## config.mk

```make
export PLATFORM = sky130hd
export DESIGN_NAME = peer_event_action_logic
export DESIGN_NICKNAME = d
export VERILOG_FILES = /design/src/hdl/peer_pkg.sv /design/src/hdl/key_event_gen.sv /design/src/hdl/blind_motor_obj.sv /design/src/hdl/peer_event_action_logic.sv
export VERILOG_INCLUDE_DIRS = /design/src /design/src/hdl
export SDC_FILE = /design/constraint.sdc
export NUM_CORES = 1
export LEC_CHECK = 0
export BUFFER_PORTS_ARGS = -buffer_cell sky130_fd_sc_hd__buf_2
export CORE_UTILIZATION = 40
export CTS_CLUSTER_SIZE = 14
export DETAILED_ROUTE_END_ITERATION = 6
export GPL_TIMING_DRIVEN = 1
export PLACE_DENSITY_LB_ADDON = 0.05
export SLEW_MARGIN = 20
export SYNTH_ARGS = -nofsm -noshare
export SYNTH_HDL_FRONTEND = slang
export SYNTH_SLANG_ARGS = --single-unit
```

## constraint.sdc

```tcl
create_clock -name clk -period 3.1 [get_ports clk]
set_input_delay 0.93 -clock clk [delete_from_list [all_inputs] [get_ports clk]]
set_output_delay 0.93 -clock clk [all_outputs]
set_load 0.02 [all_outputs]
```

## src/hdl/peer_consts.svh

```systemverilog
// peer_consts.svh: offsets, field positions, reset values and codes of the peer event block
// assumes: included by the package by bare name; the design modules use its macros without including it
`ifndef PEER_CONSTS_SVH
`define PEER_CONSTS_SVH

// ----------------------------------------
// register byte offsets
// ----------------------------------------
`define OFS_CTRL      8'h00
`define OFS_STATUS    8'h04
`define OFS_IN_GROUP  8'h08
`define OFS_OUT_GROUP 8'h0C
`define OFS_PAGE_CFG  8'h10
`define OFS_OUT_STATE 8'h14
`define OFS_OUT_KIND  8'h18
`define OFS_VALUE     8'h1C

// ----------------------------------------
// field positions
// ----------------------------------------
`define CTRL_LINK_UP_BIT  0
`define CTRL_CFG_DONE_BIT 1
`define CTRL_SWIPE_BIT    2
`define STATUS_PEER_BIT   0
`define STATUS_DEFLT_BIT  1

// ----------------------------------------
// reset values and codes
// ----------------------------------------
`define GROUP_OFF     8'h00
`define GROUP_DEFAULT 8'h01
`define EVT_CODE_ON   2'h1
`define EVT_CODE_OFF  2'h2
`define EVT_CODE_TGL  2'h3

`endif

```

## src/hdl/peer_pkg.sv

```systemverilog
// peer_pkg: types of the peer event block
// assumes: peer_consts.svh on the include path
package peer_pkg;
  `include "peer_consts.svh"

  typedef enum logic [1:0] {
    evt_none,
    evt_asserted,
    evt_released,
    evt_toggle
  } peer_evt_e;

  typedef enum logic {
    kind_switch,
    kind_blind
  } out_kind_e;

  // one message on the shared peer bus
  typedef struct packed {
    logic       valid;
    logic [7:0] group;
    peer_evt_e  evt;
  } peer_msg_s;

  typedef logic [7:0] group_t;
endpackage

```

## src/hdl/key_event_gen.sv

```systemverilog
// key_event_gen: turns a key level into asserted, released and toggle events
// assumes: key level synchronous to clk and already debounced
`timescale 1ns/1ps
`default_nettype none
module key_event_gen
  import peer_pkg::*;
#(
  parameter int unsigned SHORT_MAX = 16
) (
  // clock and reset
  input  wire logic  clk,
  input  wire logic  srst,
  // key level
  input  wire logic  key,
  // event out
  output peer_evt_e  evt,
  output var logic   evt_valid
);
  localparam int unsigned CW = $clog2(SHORT_MAX + 1);

  logic          key_q;
  logic [CW-1:0] held_q;
  logic          tgl_pend_q;

  always_ff @(posedge clk) begin
    if (srst) begin
      key_q <= 1'b0;
    end else begin
      key_q <= key;
    end
  end

  // press time; saturates so a long hold never reads as short
  always_ff @(posedge clk) begin
    if (srst || (key && !key_q)) begin
      held_q <= '0;
    end else if (key && held_q != CW'(SHORT_MAX)) begin
      held_q <= held_q + CW'(1);
    end
  end

  // toggle goes out one cycle after the release so events never collide
  always_ff @(posedge clk) begin
    if (srst) begin
      tgl_pend_q <= 1'b0;
    end else begin
      tgl_pend_q <= !key && key_q && held_q != CW'(SHORT_MAX);
    end
  end

  always_comb begin
    evt = evt_none;
    if (key && !key_q) begin
      evt = evt_asserted;
    end else if (!key && key_q) begin
      evt = evt_released;
    end else if (tgl_pend_q) begin
      evt = evt_toggle;
    end
    evt_valid = (evt != evt_none);
  end
endmodule // key_event_gen
`default_nettype wire

```

## src/hdl/blind_motor_obj.sv

```systemverilog
// blind_motor_obj: up/down relay pair driven by peer events
// assumes: one event at most per cycle
`timescale 1ns/1ps
`default_nettype none
module blind_motor_obj
  import peer_pkg::*;
(
  // clock and reset
  input  wire logic      clk,
  input  wire logic      srst,
  // event
  input  wire logic      evt_valid,
  input  wire peer_evt_e evt,
  // central unit control when peer mode is off
  input  wire logic      host_en,
  input  wire logic      host_up,
  input  wire logic      host_down,
  // relays
  output logic           relay_up,
  output logic           relay_down,
  output logic           last_dir_up
);
  logic up_q;
  logic dn_q;
  logic dir_up_q;
  logic relay_up_prev;
  logic relay_dn_prev;

  // relays run until an event stops them; the travel timeout is not applied here
  always_ff @(posedge clk) begin
    if (srst) begin
      up_q <= 1'b0;
      dn_q <= 1'b0;
    end else if (host_en) begin
      up_q <= host_up && !host_down;
      dn_q <= host_down && !host_up;
    end else if (evt_valid) begin
      case (evt)
        evt_asserted: begin
          if (!up_q && !dn_q) begin
            up_q <= dir_up_q;
            dn_q <= !dir_up_q;
          end
        end
        evt_released: begin
          up_q <= 1'b0;
          dn_q <= 1'b0;
        end
        evt_toggle: begin
          if (up_q || dn_q) begin
            up_q <= 1'b0;
            dn_q <= 1'b0;
          end else begin
            up_q <= dir_up_q;
            dn_q <= !dir_up_q;
          end
        end
        default: begin
        end
      endcase
    end
  end

  // remembered direction is set opposite to each run as it starts so the next start reverses
  always_ff @(posedge clk) begin
    if (srst) begin
      dir_up_q <= 1'b1;
    end else if ((up_q && !relay_up_prev) || (dn_q && !relay_dn_prev)) begin
      dir_up_q <= dn_q;
    end
  end

  always_ff @(posedge clk) begin
    if (srst) begin
      relay_up_prev <= 1'b0;
      relay_dn_prev <= 1'b0;
    end else begin
      relay_up_prev <= up_q;
      relay_dn_prev <= dn_q;
    end
  end

  assign relay_up    = up_q;
  assign relay_down  = dn_q;
  assign last_dir_up = dir_up_q;
endmodule // blind_motor_obj
`default_nettype wire

```

## src/hdl/peer_event_action_logic.sv

```systemverilog
// peer_event_action_logic: peer input-to-output action logic of one module
// assumes: AHB-Lite single slave, single word transfers; keys synchronous to clk
//
// Functional notes
// group zero disables peer operation
// first bus join sets group one
// configuration delivery leaves default mode
// panel four group settings start at one
// group held per input and output
// link lost: input event messages same group
// output applies action of event kind
// page holds group; slots bind keys
// panel peer: sixteen keys, swipe paging
// page joins only in button mode
// event-to-action mapping fixed
// asserted event turns output on
// released event turns output off
// toggle event inverts output state
// press, release, short press make events
// blind asserted: relay by last direction
// blind released: energised relay off
// blind toggle: stop, else start
// no timeout on peer-driven relays
// record direction, never both relays
// link return: report real state, revert
//
// Decided for this implementation: the placing of the registers and the AHB-Lite register port.
`timescale 1ns/1ps
`default_nettype none
module peer_event_action_logic
  import peer_pkg::*;
#(
  parameter int unsigned N_IN      = 4,
  parameter int unsigned N_OUT     = 4,
  parameter int unsigned N_PAGE    = 4,
  parameter int unsigned N_SLOT    = 4,
  parameter int unsigned SHORT_MAX = 16
) (
  // clock and reset
  input  wire logic              clk,
  input  wire logic              srst,
  // ahb-lite slave
  input  wire logic              hsel,
  input  wire logic [31:0]       haddr,
  input  wire logic [1:0]        htrans,
  input  wire logic              hwrite,
  input  wire logic [2:0]        hsize,
  input  wire logic [31:0]       hwdata,
  input  wire logic              hready,
  output logic [31:0]            hrdata,
  output logic                   hreadyout,
  output logic                   hresp,
  // local inputs and panel keys
  input  wire logic [N_IN-1:0]   in_key,
  input  wire logic              swipe_next,
  // shared peer bus
  input  wire peer_msg_s         msg_rx,
  output peer_msg_s              msg_tx,
  // outputs
  output logic [N_OUT-1:0]       out_on,
  output logic [N_OUT-1:0]       relay_up,
  output logic [N_OUT-1:0]       relay_down
);
  localparam int unsigned N_KEY = N_PAGE * N_SLOT;
  localparam int unsigned PW    = (N_PAGE > 1) ? $clog2(N_PAGE) : 1;

  // ----------------------------------------
  // registers
  // ----------------------------------------
  logic                  link_up_q;
  logic                  cfg_done_q;
  logic                  default_q;
  logic [N_IN-1:0][7:0]  in_grp_q;
  logic [N_OUT-1:0][7:0] out_grp_q;
  logic [N_PAGE-1:0][7:0] page_grp_q;
  logic [N_PAGE-1:0]     page_btn_mode_q;
  logic [N_OUT-1:0]      out_kind_q;
  logic [N_OUT-1:0]      host_out_q;
  logic [N_OUT-1:0]      sw_q;
  logic [N_OUT-1:0]      value_q;
  logic [PW-1:0]         page_q;
  logic                  link_q;
  logic                  swipe_q;
  peer_msg_s             tx_q;

  // ----------------------------------------
  // ahb-lite slave, zero wait states
  // ----------------------------------------
  logic       dp_wr_q;
  logic       dp_rd_q;
  logic [7:0] dp_addr_q;
  logic       ap_take;

  assign ap_take = hsel && hready && htrans[1];

  always_ff @(posedge clk) begin
    if (srst) begin
      dp_wr_q   <= 1'b0;
      dp_rd_q   <= 1'b0;
      dp_addr_q <= 8'h00;
    end else if (hready) begin
      dp_wr_q   <= ap_take && hwrite;
      dp_rd_q   <= ap_take && !hwrite;
      dp_addr_q <= haddr[7:0];
    end
  end

  // no wait states: every register answers in its data phase
  assign hreadyout = 1'b1;
  assign hresp     = 1'b0;

  logic [5:0] page_idx;
  logic       wr_ctrl;
  assign page_idx = dp_addr_q[7:2] - 6'(`OFS_PAGE_CFG >> 2);
  assign wr_ctrl  = dp_wr_q && dp_addr_q == `OFS_CTRL;

  // ----------------------------------------
  // control and default mode
  // ----------------------------------------
  always_ff @(posedge clk) begin
    if (srst) begin
      link_up_q  <= 1'b0;
      cfg_done_q <= 1'b0;
    end else if (wr_ctrl) begin
      link_up_q  <= hwdata[`CTRL_LINK_UP_BIT];
      cfg_done_q <= hwdata[`CTRL_CFG_DONE_BIT];
    end
  end

  // default mode until a configuration is delivered
  always_ff @(posedge clk) begin
    if (srst) begin
      default_q <= 1'b1;
    end else if (wr_ctrl && hwdata[`CTRL_CFG_DONE_BIT]) begin
      default_q <= 1'b0;
    end
  end

  // ----------------------------------------
  // group tables, one per object
  // ----------------------------------------
  // reset is the first bus join: groups start at one in default mode
  always_ff @(posedge clk) begin
    if (srst) begin
      for (int i = 0; i < N_IN; i++) in_grp_q[i] <= `GROUP_DEFAULT;
      for (int i = 0; i < N_OUT; i++) out_grp_q[i] <= `GROUP_DEFAULT;
      for (int i = 0; i < N_PAGE; i++) page_grp_q[i] <= `GROUP_DEFAULT;
      page_btn_mode_q <= '1;
      out_kind_q      <= '0;
      host_out_q      <= '0;
    end else if (dp_wr_q) begin
      if (dp_addr_q == `OFS_IN_GROUP) begin
        for (int i = 0; i < N_IN && i < 4; i++) in_grp_q[i] <= hwdata[8*i +: 8];
      end else if (dp_addr_q == `OFS_OUT_GROUP) begin
        for (int i = 0; i < N_OUT && i < 4; i++) out_grp_q[i] <= hwdata[8*i +: 8];
      end else if (dp_addr_q >= `OFS_PAGE_CFG && dp_addr_q < `OFS_OUT_STATE) begin
        for (int i = 0; i < N_PAGE; i++) begin
          if (page_idx == 6'(i)) begin
            page_grp_q[i]      <= hwdata[7:0];
            page_btn_mode_q[i] <= hwdata[8];
          end
        end
      end else if (dp_addr_q == `OFS_OUT_KIND) begin
        out_kind_q <= hwdata[N_OUT-1:0];
      end else if (dp_addr_q == `OFS_OUT_STATE) begin
        host_out_q <= hwdata[N_OUT-1:0];
      end
    end
  end

  // ----------------------------------------
  // read mux
  // ----------------------------------------
  always_comb begin
    hrdata = 32'h0000_0000;
    if (dp_rd_q) begin
      if (dp_addr_q == `OFS_CTRL) begin
        hrdata[`CTRL_LINK_UP_BIT]  = link_up_q;
        hrdata[`CTRL_CFG_DONE_BIT] = cfg_done_q;
      end else if (dp_addr_q == `OFS_STATUS) begin
        hrdata[`STATUS_PEER_BIT]  = !link_up_q;
        hrdata[`STATUS_DEFLT_BIT] = default_q;
        hrdata[15:8]              = 8'(page_q);
      end else if (dp_addr_q == `OFS_IN_GROUP) begin
        for (int i = 0; i < N_IN && i < 4; i++) hrdata[8*i +: 8] = in_grp_q[i];
      end else if (dp_addr_q == `OFS_OUT_GROUP) begin
        for (int i = 0; i < N_OUT && i < 4; i++) hrdata[8*i +: 8] = out_grp_q[i];
      end else if (dp_addr_q == `OFS_OUT_KIND) begin
        hrdata[N_OUT-1:0] = out_kind_q;
      end else if (dp_addr_q == `OFS_VALUE) begin
        hrdata[N_OUT-1:0] = value_q;
      end else if (dp_addr_q >= `OFS_PAGE_CFG && dp_addr_q < `OFS_OUT_STATE) begin
        for (int i = 0; i < N_PAGE; i++) begin
          if (page_idx == 6'(i)) begin
            hrdata[7:0] = page_grp_q[i];
            hrdata[8]   = page_btn_mode_q[i];
          end
        end
      end
    end
  end

  // ----------------------------------------
  // panel paging by swipe
  // ----------------------------------------
  always_ff @(posedge clk) begin
    if (srst) begin
      page_q  <= '0;
      swipe_q <= 1'b0;
    end else begin
      swipe_q <= swipe_next;
      if (swipe_next && !swipe_q && !link_up_q) begin
        page_q <= (page_q == PW'(N_PAGE - 1)) ? '0 : page_q + PW'(1);
      end
    end
  end

  // ----------------------------------------
  // event sources: local inputs; keys map to slots of the shown page
  // ----------------------------------------
  peer_evt_e [N_IN-1:0] kev;
  logic [N_IN-1:0]      kev_v;

  genvar gi;
  generate
    for (gi = 0; gi < N_IN; gi++) begin : g_key
      key_event_gen #(
        .SHORT_MAX (SHORT_MAX)
      ) u_key (
        .clk       (clk),
        .srst      (srst),
        .key       (in_key[gi]),
        .evt       (kev[gi]),
        .evt_valid (kev_v[gi])
      );
    end
  endgenerate

  peer_msg_s tx_next;

  // lowest-numbered event wins; others in the same cycle are dropped
  always_comb begin
    peer_msg_s m;
    m = '0;
    for (int i = N_IN - 1; i >= 0; i--) begin
      if (kev_v[i]) begin
        m.valid = 1'b1;
        m.evt   = kev[i];
        // page object carries the group in button mode only
        if (i < N_SLOT && page_btn_mode_q[page_q]) begin
          m.group = page_grp_q[page_q];
        end else if (i < N_SLOT) begin
          m.group = `GROUP_OFF;
        end else begin
          m.group = in_grp_q[i];
        end
      end
    end
    // central unit owns the outputs while the link is up
    if (link_up_q || m.group == `GROUP_OFF) begin
      m.valid = 1'b0;
    end
    tx_next = m;
  end

  // ----------------------------------------
  // message transmit; registered so the bus sees one clean pulse
  // ----------------------------------------
  always_ff @(posedge clk) begin
    if (srst) begin
      tx_q <= '0;
    end else begin
      tx_q <= tx_next;
    end
  end
  assign msg_tx = tx_q;

  // ----------------------------------------
  // output objects; fixed table, no configuration reaches it
  // ----------------------------------------
  logic [N_OUT-1:0] hit;
  logic [N_OUT-1:0] up_w;
  logic [N_OUT-1:0] dn_w;

  genvar go;
  generate
    for (go = 0; go < N_OUT; go++) begin : g_out
      assign hit[go] = msg_rx.valid && !link_up_q && out_grp_q[go] != `GROUP_OFF
                       && out_grp_q[go] == msg_rx.group;

      // host level wins while the link is up; peer hits act only when it is down
      always_ff @(posedge clk) begin
        if (srst) begin
          sw_q[go] <= 1'b0;
        end else if (link_up_q) begin
          sw_q[go] <= host_out_q[go];
        end else if (hit[go] && out_kind_q[go] == kind_switch) begin
          case (msg_rx.evt)
            evt_asserted: sw_q[go] <= 1'b1;
            evt_released: sw_q[go] <= 1'b0;
            evt_toggle:   sw_q[go] <= !sw_q[go];
            default:      sw_q[go] <= sw_q[go];
          endcase
        end
      end

      // host sets the up relay from its level and forces down off; down runs only on peer events
      blind_motor_obj u_blind (
        .clk         (clk),
        .srst        (srst),
        .evt_valid   (hit[go] && out_kind_q[go] == kind_blind),
        .evt         (msg_rx.evt),
        .host_en     (link_up_q),
        .host_up     (host_out_q[go] && out_kind_q[go] == kind_blind),
        .host_down   (1'b0),
        .relay_up    (up_w[go]),
        .relay_down  (dn_w[go]),
        .last_dir_up ()
      );
    end
  endgenerate

  // ----------------------------------------
  // reported value tracks real output state when the link returns
  // ----------------------------------------
  always_ff @(posedge clk) begin
    if (srst) begin
      link_q  <= 1'b0;
      value_q <= '0;
    end else begin
      link_q <= link_up_q;
      if (link_up_q && !link_q) begin
        value_q <= sw_q | up_w | dn_w;
      end else if (link_up_q) begin
        value_q <= sw_q | up_w | dn_w;
      end
    end
  end

  // ----------------------------------------
  // output drive
  // ----------------------------------------
  assign out_on     = sw_q;
  assign relay_up   = up_w;
  assign relay_down = dn_w;
endmodule // peer_event_action_logic
`default_nettype wire

```

==> results of run 1 <==
-- worst register-to-register path, delay by kind of cell (launching register included) --
| kind | cells | cell delay (ns) |
|---|---|---|
| buf+inv | 4 | 0.84 |
| compound gates | 1 | 0.13 |
| flops | 1 | 0.32 |
| simple gates | 4 | 1.14 |
-- final timing paths --
kind	startpoint	end
max	dp_addr_q[7]	hrdata[1]
max reg2reg	dp_addr_q[7]	in_grp_q[1]
min	page_grp_q[16]	page_grp_q[16]
min reg2reg	page_grp_q[16]	page_grp_q[16]
-- where the power goes --
part,total (mW),switching (mW),internal (mW)
Sequential,2.50,0.0214,2.48
Clock,2.24,1.09,1.15
Combinational,0.445,0.261,0.184
Total,5.19,1.37,3.82
-- area by class of cell --
type,count,area share [%]
multi-input combinational,719,43.0
timing repair buffer,166,11.3
sequential,191,36.0
clock buffer,17,4.00
clock inverter,15,1.63
tap,275,3.23
inverter,25,0.882
-- cell usage after synthesis, types with 5 or more instances --
cell type / count
dfxtp_1: 191
ha_1: 9
mux4_2: 9
nand2_1: 156
nand4_1: 12
nor3_1: 27
a21oi_1: 76
or2_2: 8
a22oi_1: 22
xnor2_1: 7
mux2i_1: 30
o21ai_0: 17
o31a_1: 5
inv_1: 25
nor4_1: 21
nand3b_1: 17
nand2b_1: 27
nor2b_1: 49
a211oi_1: 8
nor2_1: 88
nand3_1: 5
and4_1: 5
a221o_1: 5
buf_2: 11
buf_4: 12
and3_1: 8
xor2_1: 39
clkbuf_1: 37
-- kinds of logic after synthesis --
logic type,share of synthesized area [%]
xor gates and xnor gates,4.64
adders and majority gates,1.30
and+or+nand+nor,26.0
muxes,6.18
buffers and inverters,5.06
DFF,44.0
other,0.0865
AOI/OAI and AO/OA,12.8
-- state kept, by name (all words and copies together) (netlist names), 8 cells and up --
register / count
g_key.u_key.held_q: 20
dp_addr_q: 8
msg_tx: 11
out_grp_q: 32
page_grp_q: 32
in_grp_q: 32
-- per-layer routing --
| layer | GRT usage (%) | vias to the layer above |
|---|---|---|
| met5 | 0 | - |
| met4 | 8.11 | 0 |
| met3 | 3.67 | 31 |
| met2 | 33.4 | 179 |
| met1 | 30.2 | 3424 |
| li1 | - | 3691 |
-- stage by stage --
| step | setup TNS [ns] | power [mW] |
|---|---|---|
| final | -8.08 | 5.19 |
| after global routing | -10.40 | 5.39 |
| after CTS | -9.13 | 5.22 |
| after detailed placement | 0 | 2.95 |
| after global placement | -0.00657 | 2.95 |
| after floorplan | 0 | 2.78 |
-- what timing repair did --
item	CTS	global route
cloned	2	3
resized for setup	35	50
setup endpoints to repair	31	31
pin swaps	8	10
setup buffers	6	10
==> results.txt, run 1 <==
----------------------------------------------------
[Clock tree]
  Depth of the CTS H-tree ... 4
  Number of buffers created by CTS ... 17
  Clock insertion delay at the later pin of the skew report ... 0.44 ns
  Count of hold buffers inserted by post-cts repair ... 0
  Root buffer selected by CTS ... clkbuf_16
  Largest buffer count on any clock path ... 2
  Clock-pin transition on the worst setup and hold timing paths ... ~0.080 ns
  TritonCTS sink count ... 191
  TritonCTS clock tree ... built

[Worst setup path]
  Worst endpoint required time ... between 2 and 2.5 ns
  Crit path arrival time ... roughly 2.5 ns
  Kind of end point of the critical path ... output port
  Critical-path cell with the highest stage delay ... or4_4
  R2R cell count ... 9
  Delay contributed by the slowest stage of the critical path ... 0.47 ns
  Worst R2R Setup Slack ... 0.60 ns
  Cell chain of the critical path ... or3_4 -> or4_4 -> and4_1 -> o31a_1 -> nor3_2 -> buf_4
  Cell count along the critical path ... 6
  Element type at the critical path start ... register
  Classification of the worst setup path ... register to output port
  CP top delay family ... simple AND/OR/NAND/NOR gates
  Number of buffer and inverter stages on the critical path ... 1
  Crit Path Max Fanout ... 3

[Cells and area]
  Ant diodes ... 0
  Fill cell count ... 2,061
  NumNets Final ... about 1,200
  Ratio of cells with drive above 1 in the final layout ... 22.8%
  Leading cell types in the layout, fill and taps excluded ... dfxtp_1 (189), nand2_1 (156), buf_2 (84), nor2_1 (83), a21oi_1 (72)
  Post-Route Utilization ... 50.3%
  Post-layout instance area ... approximately 0.011 sq mm
  Non-filler cells in the finished layout ... 1,408
  Most common library cell in the layout ignoring fill and taps ... dfxtp_1
  Area growth from synthesis to layout ... 22.5%
  FF/Latch Area ... 0.00383 sq mm
  Area of the multi-input gates ... 0.00457 sq mm

[Place]
  Count of buffers inserted at the top-level ports ... 116
  Setup slack at placement ... between 0.04 and 0.05 ns
  Placed instance area ... 0.00957 sq mm
  Placed Cells incl. Taps ... 1,357
  DP Wirelength ... 16,400 um
  Final GP Congestion ... 0.806

[Timing]
  Setup Viol. Count Final ... 31
  RSZ-0062 raised after global routing ... true
  Fin crit period ... 3.43 ns
  Worst hold slack across all endpoints ... 0.447 ns
  Hold Violations, Final ... 0
  Final clock period utilization by the worst path ... 111%
  Final setup skew ... 0.0111 ns
  Actual transition at the worst max-transition pin ... 0.694 ns
  Smallest setup slack after layout ... -0.327 ns
  Maximum achievable frequency ... 0.292 GHz
  Pins Over Slew Limit ... 0
  Worst relative slew slack ... 52.6%

[Drt]
  Total length of routed met2 wires ... 10,800 um
  Total via count in the routed design ... 7,325
  Number of DRC violations after detailed-routing iteration 0 ... slightly below 400
  Wire length on met3 ... 1020 um
  Via count normalized by instance count ... about 5.2
  Number of optimization iterations in the first detailed-route pass ... 7
  Detailed Route WL ... 24,200 um
  Routed wire per std cell ... 17.2 um
  Detailed-route DRC error count ... 0
  Highest Signal Layer ... met4
  Remaining antenna violation count ... 0
  DRT met1 WL ... 11,800 um

[Synthesis]
  Count of flip-flops with a built-in enable after synthesis ... 0
  Yosys warnings ... 0
  Gate count of the mapped netlist ... 1,003
  Syn avg cell area ... 8.66 sq um
  #FFs+latches synth ... 191
  Ys async rst share ... 0%
  Synth Cell Area ... 0.00869 sq mm
  Area share of the largest cell type after synthesis ... roughly 44%
  Leading cell types by total area after synthesis ... dfxtp_1 (44%), nand2_1 (6.7%), a21oi_1 (4.4%), xor2_1 (3.9%), nor2_1 (3.8%)
  Post-synthesis cell type with the largest combined area ... dfxtp_1
  Sequential fraction of the synthesis area ... 44.0%
  Dominant register cell in the synthesized netlist ... dfxtp_1
  Number of library cell types mapped by synthesis ... 75
  Post-Synthesis Net Count ... 1,102

[Worst hold path]
  Worst min-delay path class ... register to register
  Number of instances on the worst hold path ... 1

[Floorplan]
  Floorplan die area ... 0.0223 sq mm
  Height of the die ... ~150 um
  I/O pins ... 147
  Initial standard-cell utilization of the core ... 41.1%
  Area of the core ... 0.0212 sq mm
  Die Wd ... about 150 um
  Site row count ... 53

[Global routing]
  Number of antenna violations at the first check in global routing ... 0
  GRT Overall Usage ... 21.7%
  First-pass GRT wire length ... 37,300 um
  Vias in the first global route ... 6,874
  Congestion Overflow GR ... 0
  Maximum number of pins on one net before global-route repair ... 78

[Run status]
  Run status ... finished, violations left
  Failing checks ... setup timing

[Pwr]
  Peak supply drop ... 367 uV
  Static leakage power ... 4.07 nW
  Power density of the placed cells ... 488 mW/mm^2

[Flow run]
  Max-cap violation count ... 0

----------------------------------------------------
Note: power is estimated with default switching activity, not from simulation.
==> run 2, diff against run 1 <==
--- a/config.mk
+++ b/config.mk
@@ -12,6 +12,7 @@
 export DETAILED_ROUTE_END_ITERATION = 6
 export GPL_TIMING_DRIVEN = 1
 export PLACE_DENSITY_LB_ADDON = 0.05
+export SETUP_SLACK_MARGIN = 0.2
 export SLEW_MARGIN = 20
 export SYNTH_ARGS = -nofsm -noshare
 export SYNTH_HDL_FRONTEND = slang
==> run 2 against run 1 <==
  * The flow still finishes with violations (setup timing)
  * Worst hold slack about the same
  * Count of clock-buffer cells in the layout increased by 1
  * Flip-flop and latch count unchanged
  * Clock skew increased by 0.0022 ns
  * Routed wire length decreased by 1.9%
  * Critical path type unchanged
  * Die area unchanged
  * Clock power decreased by 3%
  * Design area decreased by 0.48%
  * Power decreased by 1.5%
  * Non-clock buffer count decreased by 3
==> results.txt, run 2 (synthesis results as in run 1) <==
----------------------------------------------------
[Worst hold path]
  Startpoint of the lowest-slack hold path ... page_grp_q[8]
  Worst min-delay path class ... register to register
  Number of instances on the worst hold path ... 1 (unchanged)
  Worst-case hold path end point ... page_grp_q[8]

[Timing]
  Pins Over Slew Limit ... 0 (unchanged)
  Worst relative slew slack ... 57.2% (+4.6 points)
  RSZ-0062 raised after global routing ... true
  Actual transition at the worst max-transition pin ... 0.636 ns (-0.0576 ns)
  Fin crit period ... 3.42 ns (-0.00417 ns)
  Maximum achievable frequency ... 0.292 GHz (+0.12%)
  Accumulated negative setup slack ... -7.68 ns (+0.403 ns)
  Hold Violations, Final ... 0 (unchanged)
  Worst hold slack across all endpoints ... 0.447 ns (-0.000217 ns)
  Final setup skew ... 0.0132 ns (+0.00216 ns)
  Final clock period utilization by the worst path ... 110% (-0.13 points)
  Setup Viol. Count Final ... 32 (+3.2%)
  Smallest setup slack after layout ... -0.323 ns (+0.00417 ns)

[Cells and area]
  Area growth from synthesis to layout ... 21.9%
  Most common library cell in the layout ignoring fill and taps ... dfxtp_1
  Ratio of cells with drive above 1 in the final layout ... 23.4% (+0.59 points)
  Post-Route Utilization ... 50.1% (-0.24 points)
  Ant diodes ... 0 (unchanged)
  NumNets Final ... 1,216 (-0.25%)
  Post-layout instance area ... 0.0106 sq mm (-0.48%)
  Fill cell count ... 2,087 (+1.3%)
  Area of the multi-input gates ... 0.00459 sq mm (+0.30%)
  Leading cell types in the layout, fill and taps excluded ... dfxtp_1 (190), nand2_1 (156), buf_2 (84), a21oi_1 (75), nor2_1 (68)
  Registers with the highest flip-flop counts ... in_grp_q: 32 flops, out_grp_q: 32 flops, page_grp_q: 32 flops
  FF/Latch Area ... 0.00382 sq mm (about the same)
  Non-filler cells in the finished layout ... 1,405 (-0.21%)

[Clock tree]
  Clock-pin transition on the worst setup and hold timing paths ... 0.08 ns (about the same)
  Number of buffers created by CTS ... 17 (unchanged)
  Count of hold buffers inserted by post-cts repair ... 0 (unchanged)
  Largest buffer count on any clock path ... 2 (unchanged)
  TritonCTS sink count ... 191 (unchanged)
  Depth of the CTS H-tree ... 4 (unchanged)
  Root buffer selected by CTS ... clkbuf_16
  TritonCTS clock tree ... built
  Clock insertion delay at the later pin of the skew report ... 0.44 ns (about the same)

[Pwr]
  Power share of the clock group ... 42.4% (-0.9 points)
  Peak supply drop ... 264 uV (-28%)
  Static leakage power ... 4.05 nW (-0.57%)
  Total power ... 5.11 mW (-1.5%)
  Switching pwr ... 1.35 mW (-1.4%)
  Power density of the placed cells ... 483 mW/mm^2 (-0.97%)
  Sequential group share of total power ... 49.0% (+0.8 points)
  Gate power share ... 8.6% (about the same)
  Internal Power ... 3.76 mW (-1.5%)
  Switching share of power ... 26.5% (about the same)

[Global routing]
  First-pass GRT wire length ... 37,800 um (+1.5%)
  Maximum number of pins on one net before global-route repair ... 54 (-31%)
  Number of antenna violations at the first check in global routing ... 0 (unchanged)
  Vias in the first global route ... 7,016 (+2.1%)
  Congestion Overflow GR ... 0 (unchanged)
  GRT Overall Usage ... 22.0% (+0.27 points)

[Drt]
  Number of DRC violations after detailed-routing iteration 0 ... 346 (-10%)
  Routed wire per std cell ... 16.9 um (-1.6%)
  Number of optimization iterations in the first detailed-route pass ... 6 (-1)
  Remaining antenna violation count ... 0 (unchanged)
  Detailed Route WL ... 23,800 um (-1.9%)
  Detailed-route DRC error count ... 0 (unchanged)
  Via count normalized by instance count ... 5.21 (+0.17%)
  Total via count in the routed design ... 7,322 (-0.041%)

[Worst setup path]
  Kind of end point of the critical path ... output port
  Element type at the critical path start ... register
  Classification of the worst setup path ... register to output port
  CP startpoint ... dp_addr_q[7]
  Crit path arrival time ... 2.49 ns (about the same)
  Number of buffer and inverter stages on the critical path ... 1 (unchanged)
  Worst R2R Setup Slack ... 0.72 ns (+0.12 ns)
  R2R cell count ... 8 (-1)
  Critical-path cell with the highest stage delay ... or4_4
  Delay contributed by the slowest stage of the critical path ... 0.49 ns (+0.02 ns)
  Crit Path Max Fanout ... 5 (+2)
  Cell chain of the critical path ... or3_4 -> or4_4 -> and4_1 -> o31a_1 -> nor3_4 -> buf_6
  Critical register-to-register path startpoint ... dp_addr_q[7]
  R2R Path End ... in_grp_q[3]
  Worst endpoint required time ... 2.17 ns (about the same)
  CP top delay family ... simple AND/OR/NAND/NOR gates

[Place]
  Count of buffers inserted at the top-level ports ... 116 (unchanged)
  Placed Cells incl. Taps ... 1,362 (+0.37%)
  DP Wirelength ... 16,600 um (+1.2%)
  Final GP Congestion ... 0.826 (+2.6%)
  Placed instance area ... 0.00969 sq mm (+1.2%)
  Setup slack at placement ... 0.0474 ns (+0.00653 ns)

[Floorplan]
  I/O pins ... 147 (unchanged)
  Floorplan die area ... 0.0223 sq mm (unchanged)
  Die Wd ... 149 um (unchanged)
  Site row count ... 53 (unchanged)
  Height of the die ... 149 um (unchanged)
  Initial standard-cell utilization of the core ... 41.1% (unchanged)
  Area of the core ... 0.0212 sq mm (unchanged)

[Run status]
  Run status ... finished, violations left
  Failing checks ... setup timing

[Flow run]
  Max-cap violation count ... 0 (unchanged)

----------------------------------------------------
==> run 2: changes by cell type in the layout (fill, tap and decap cells not counted), sizes merged <==
| cell | delta |
|---|---|
| inv | +2 |
| bufinv | -1 |
| clkbuf | -1 |
| clkinvlp | -1 |
| buf | -1 |
| clkinv | -1 |
==> run 2: power by group through the flow <==
| stage | registers (mW) | logic (mW) | clock network [mW] |
|---|---|---|---|
| after CTS | 2.50 | 0.430 | 2.23 |
| after floorplan | 2.56 | 0.232 | 0 |
| after detailed placement | 2.56 | 0.399 | 0 |
| final | 2.51 | 0.441 | 2.17 |
| after global placement | 2.56 | 0.399 | 0 |
| after global routing | 2.51 | 0.484 | 2.33 |
==> run 2: repair_timing <==
| action | 4_1_cts | 5_1_grt |
|---|---|---|
| gates cloned | 1 | 0 |
| setup endpoints to repair | 32 | 32 |
| setup buffers | 8 | 2 |
| pin swaps | 11 | 1 |
| gates resized for setup | 56 | 15 |
==> run 2: final cells by class <==
class	count	share of cell area (%)
well taps	275	3.25
inverters	25	0.886
flip-flops and latches	191	36.1
multi-input cells	719	43.3
clock inverters	14	1.35
clock buffers	18	4.15
repair buffers	163	11.0
==> run 2: routing by layer <==
layer  up-vias  share of wire, %  global-route usage [%]  wire (um)
met5         -                 0                       0          0
met4         0               1.8                    6.33        431
met3        23               4.0                    3.82        945
met2       177                45                    34.9      10800
met1      3444                49                    30.4      11600
li1       3678                 -                       -          -
==> run 2: worst max path at each step <==
stage	end	slack (ns)	cells past startpoint
after global routing	hrdata[18]	-0.40	8
after CTS	hrdata[1]	-0.33	7
after global placement	hrdata[1]	0.05	6
after detailed placement	hrdata[1]	0.05	6
after floorplan	hrdata[0]	0.17	7
final	hrdata[1]	-0.32	6
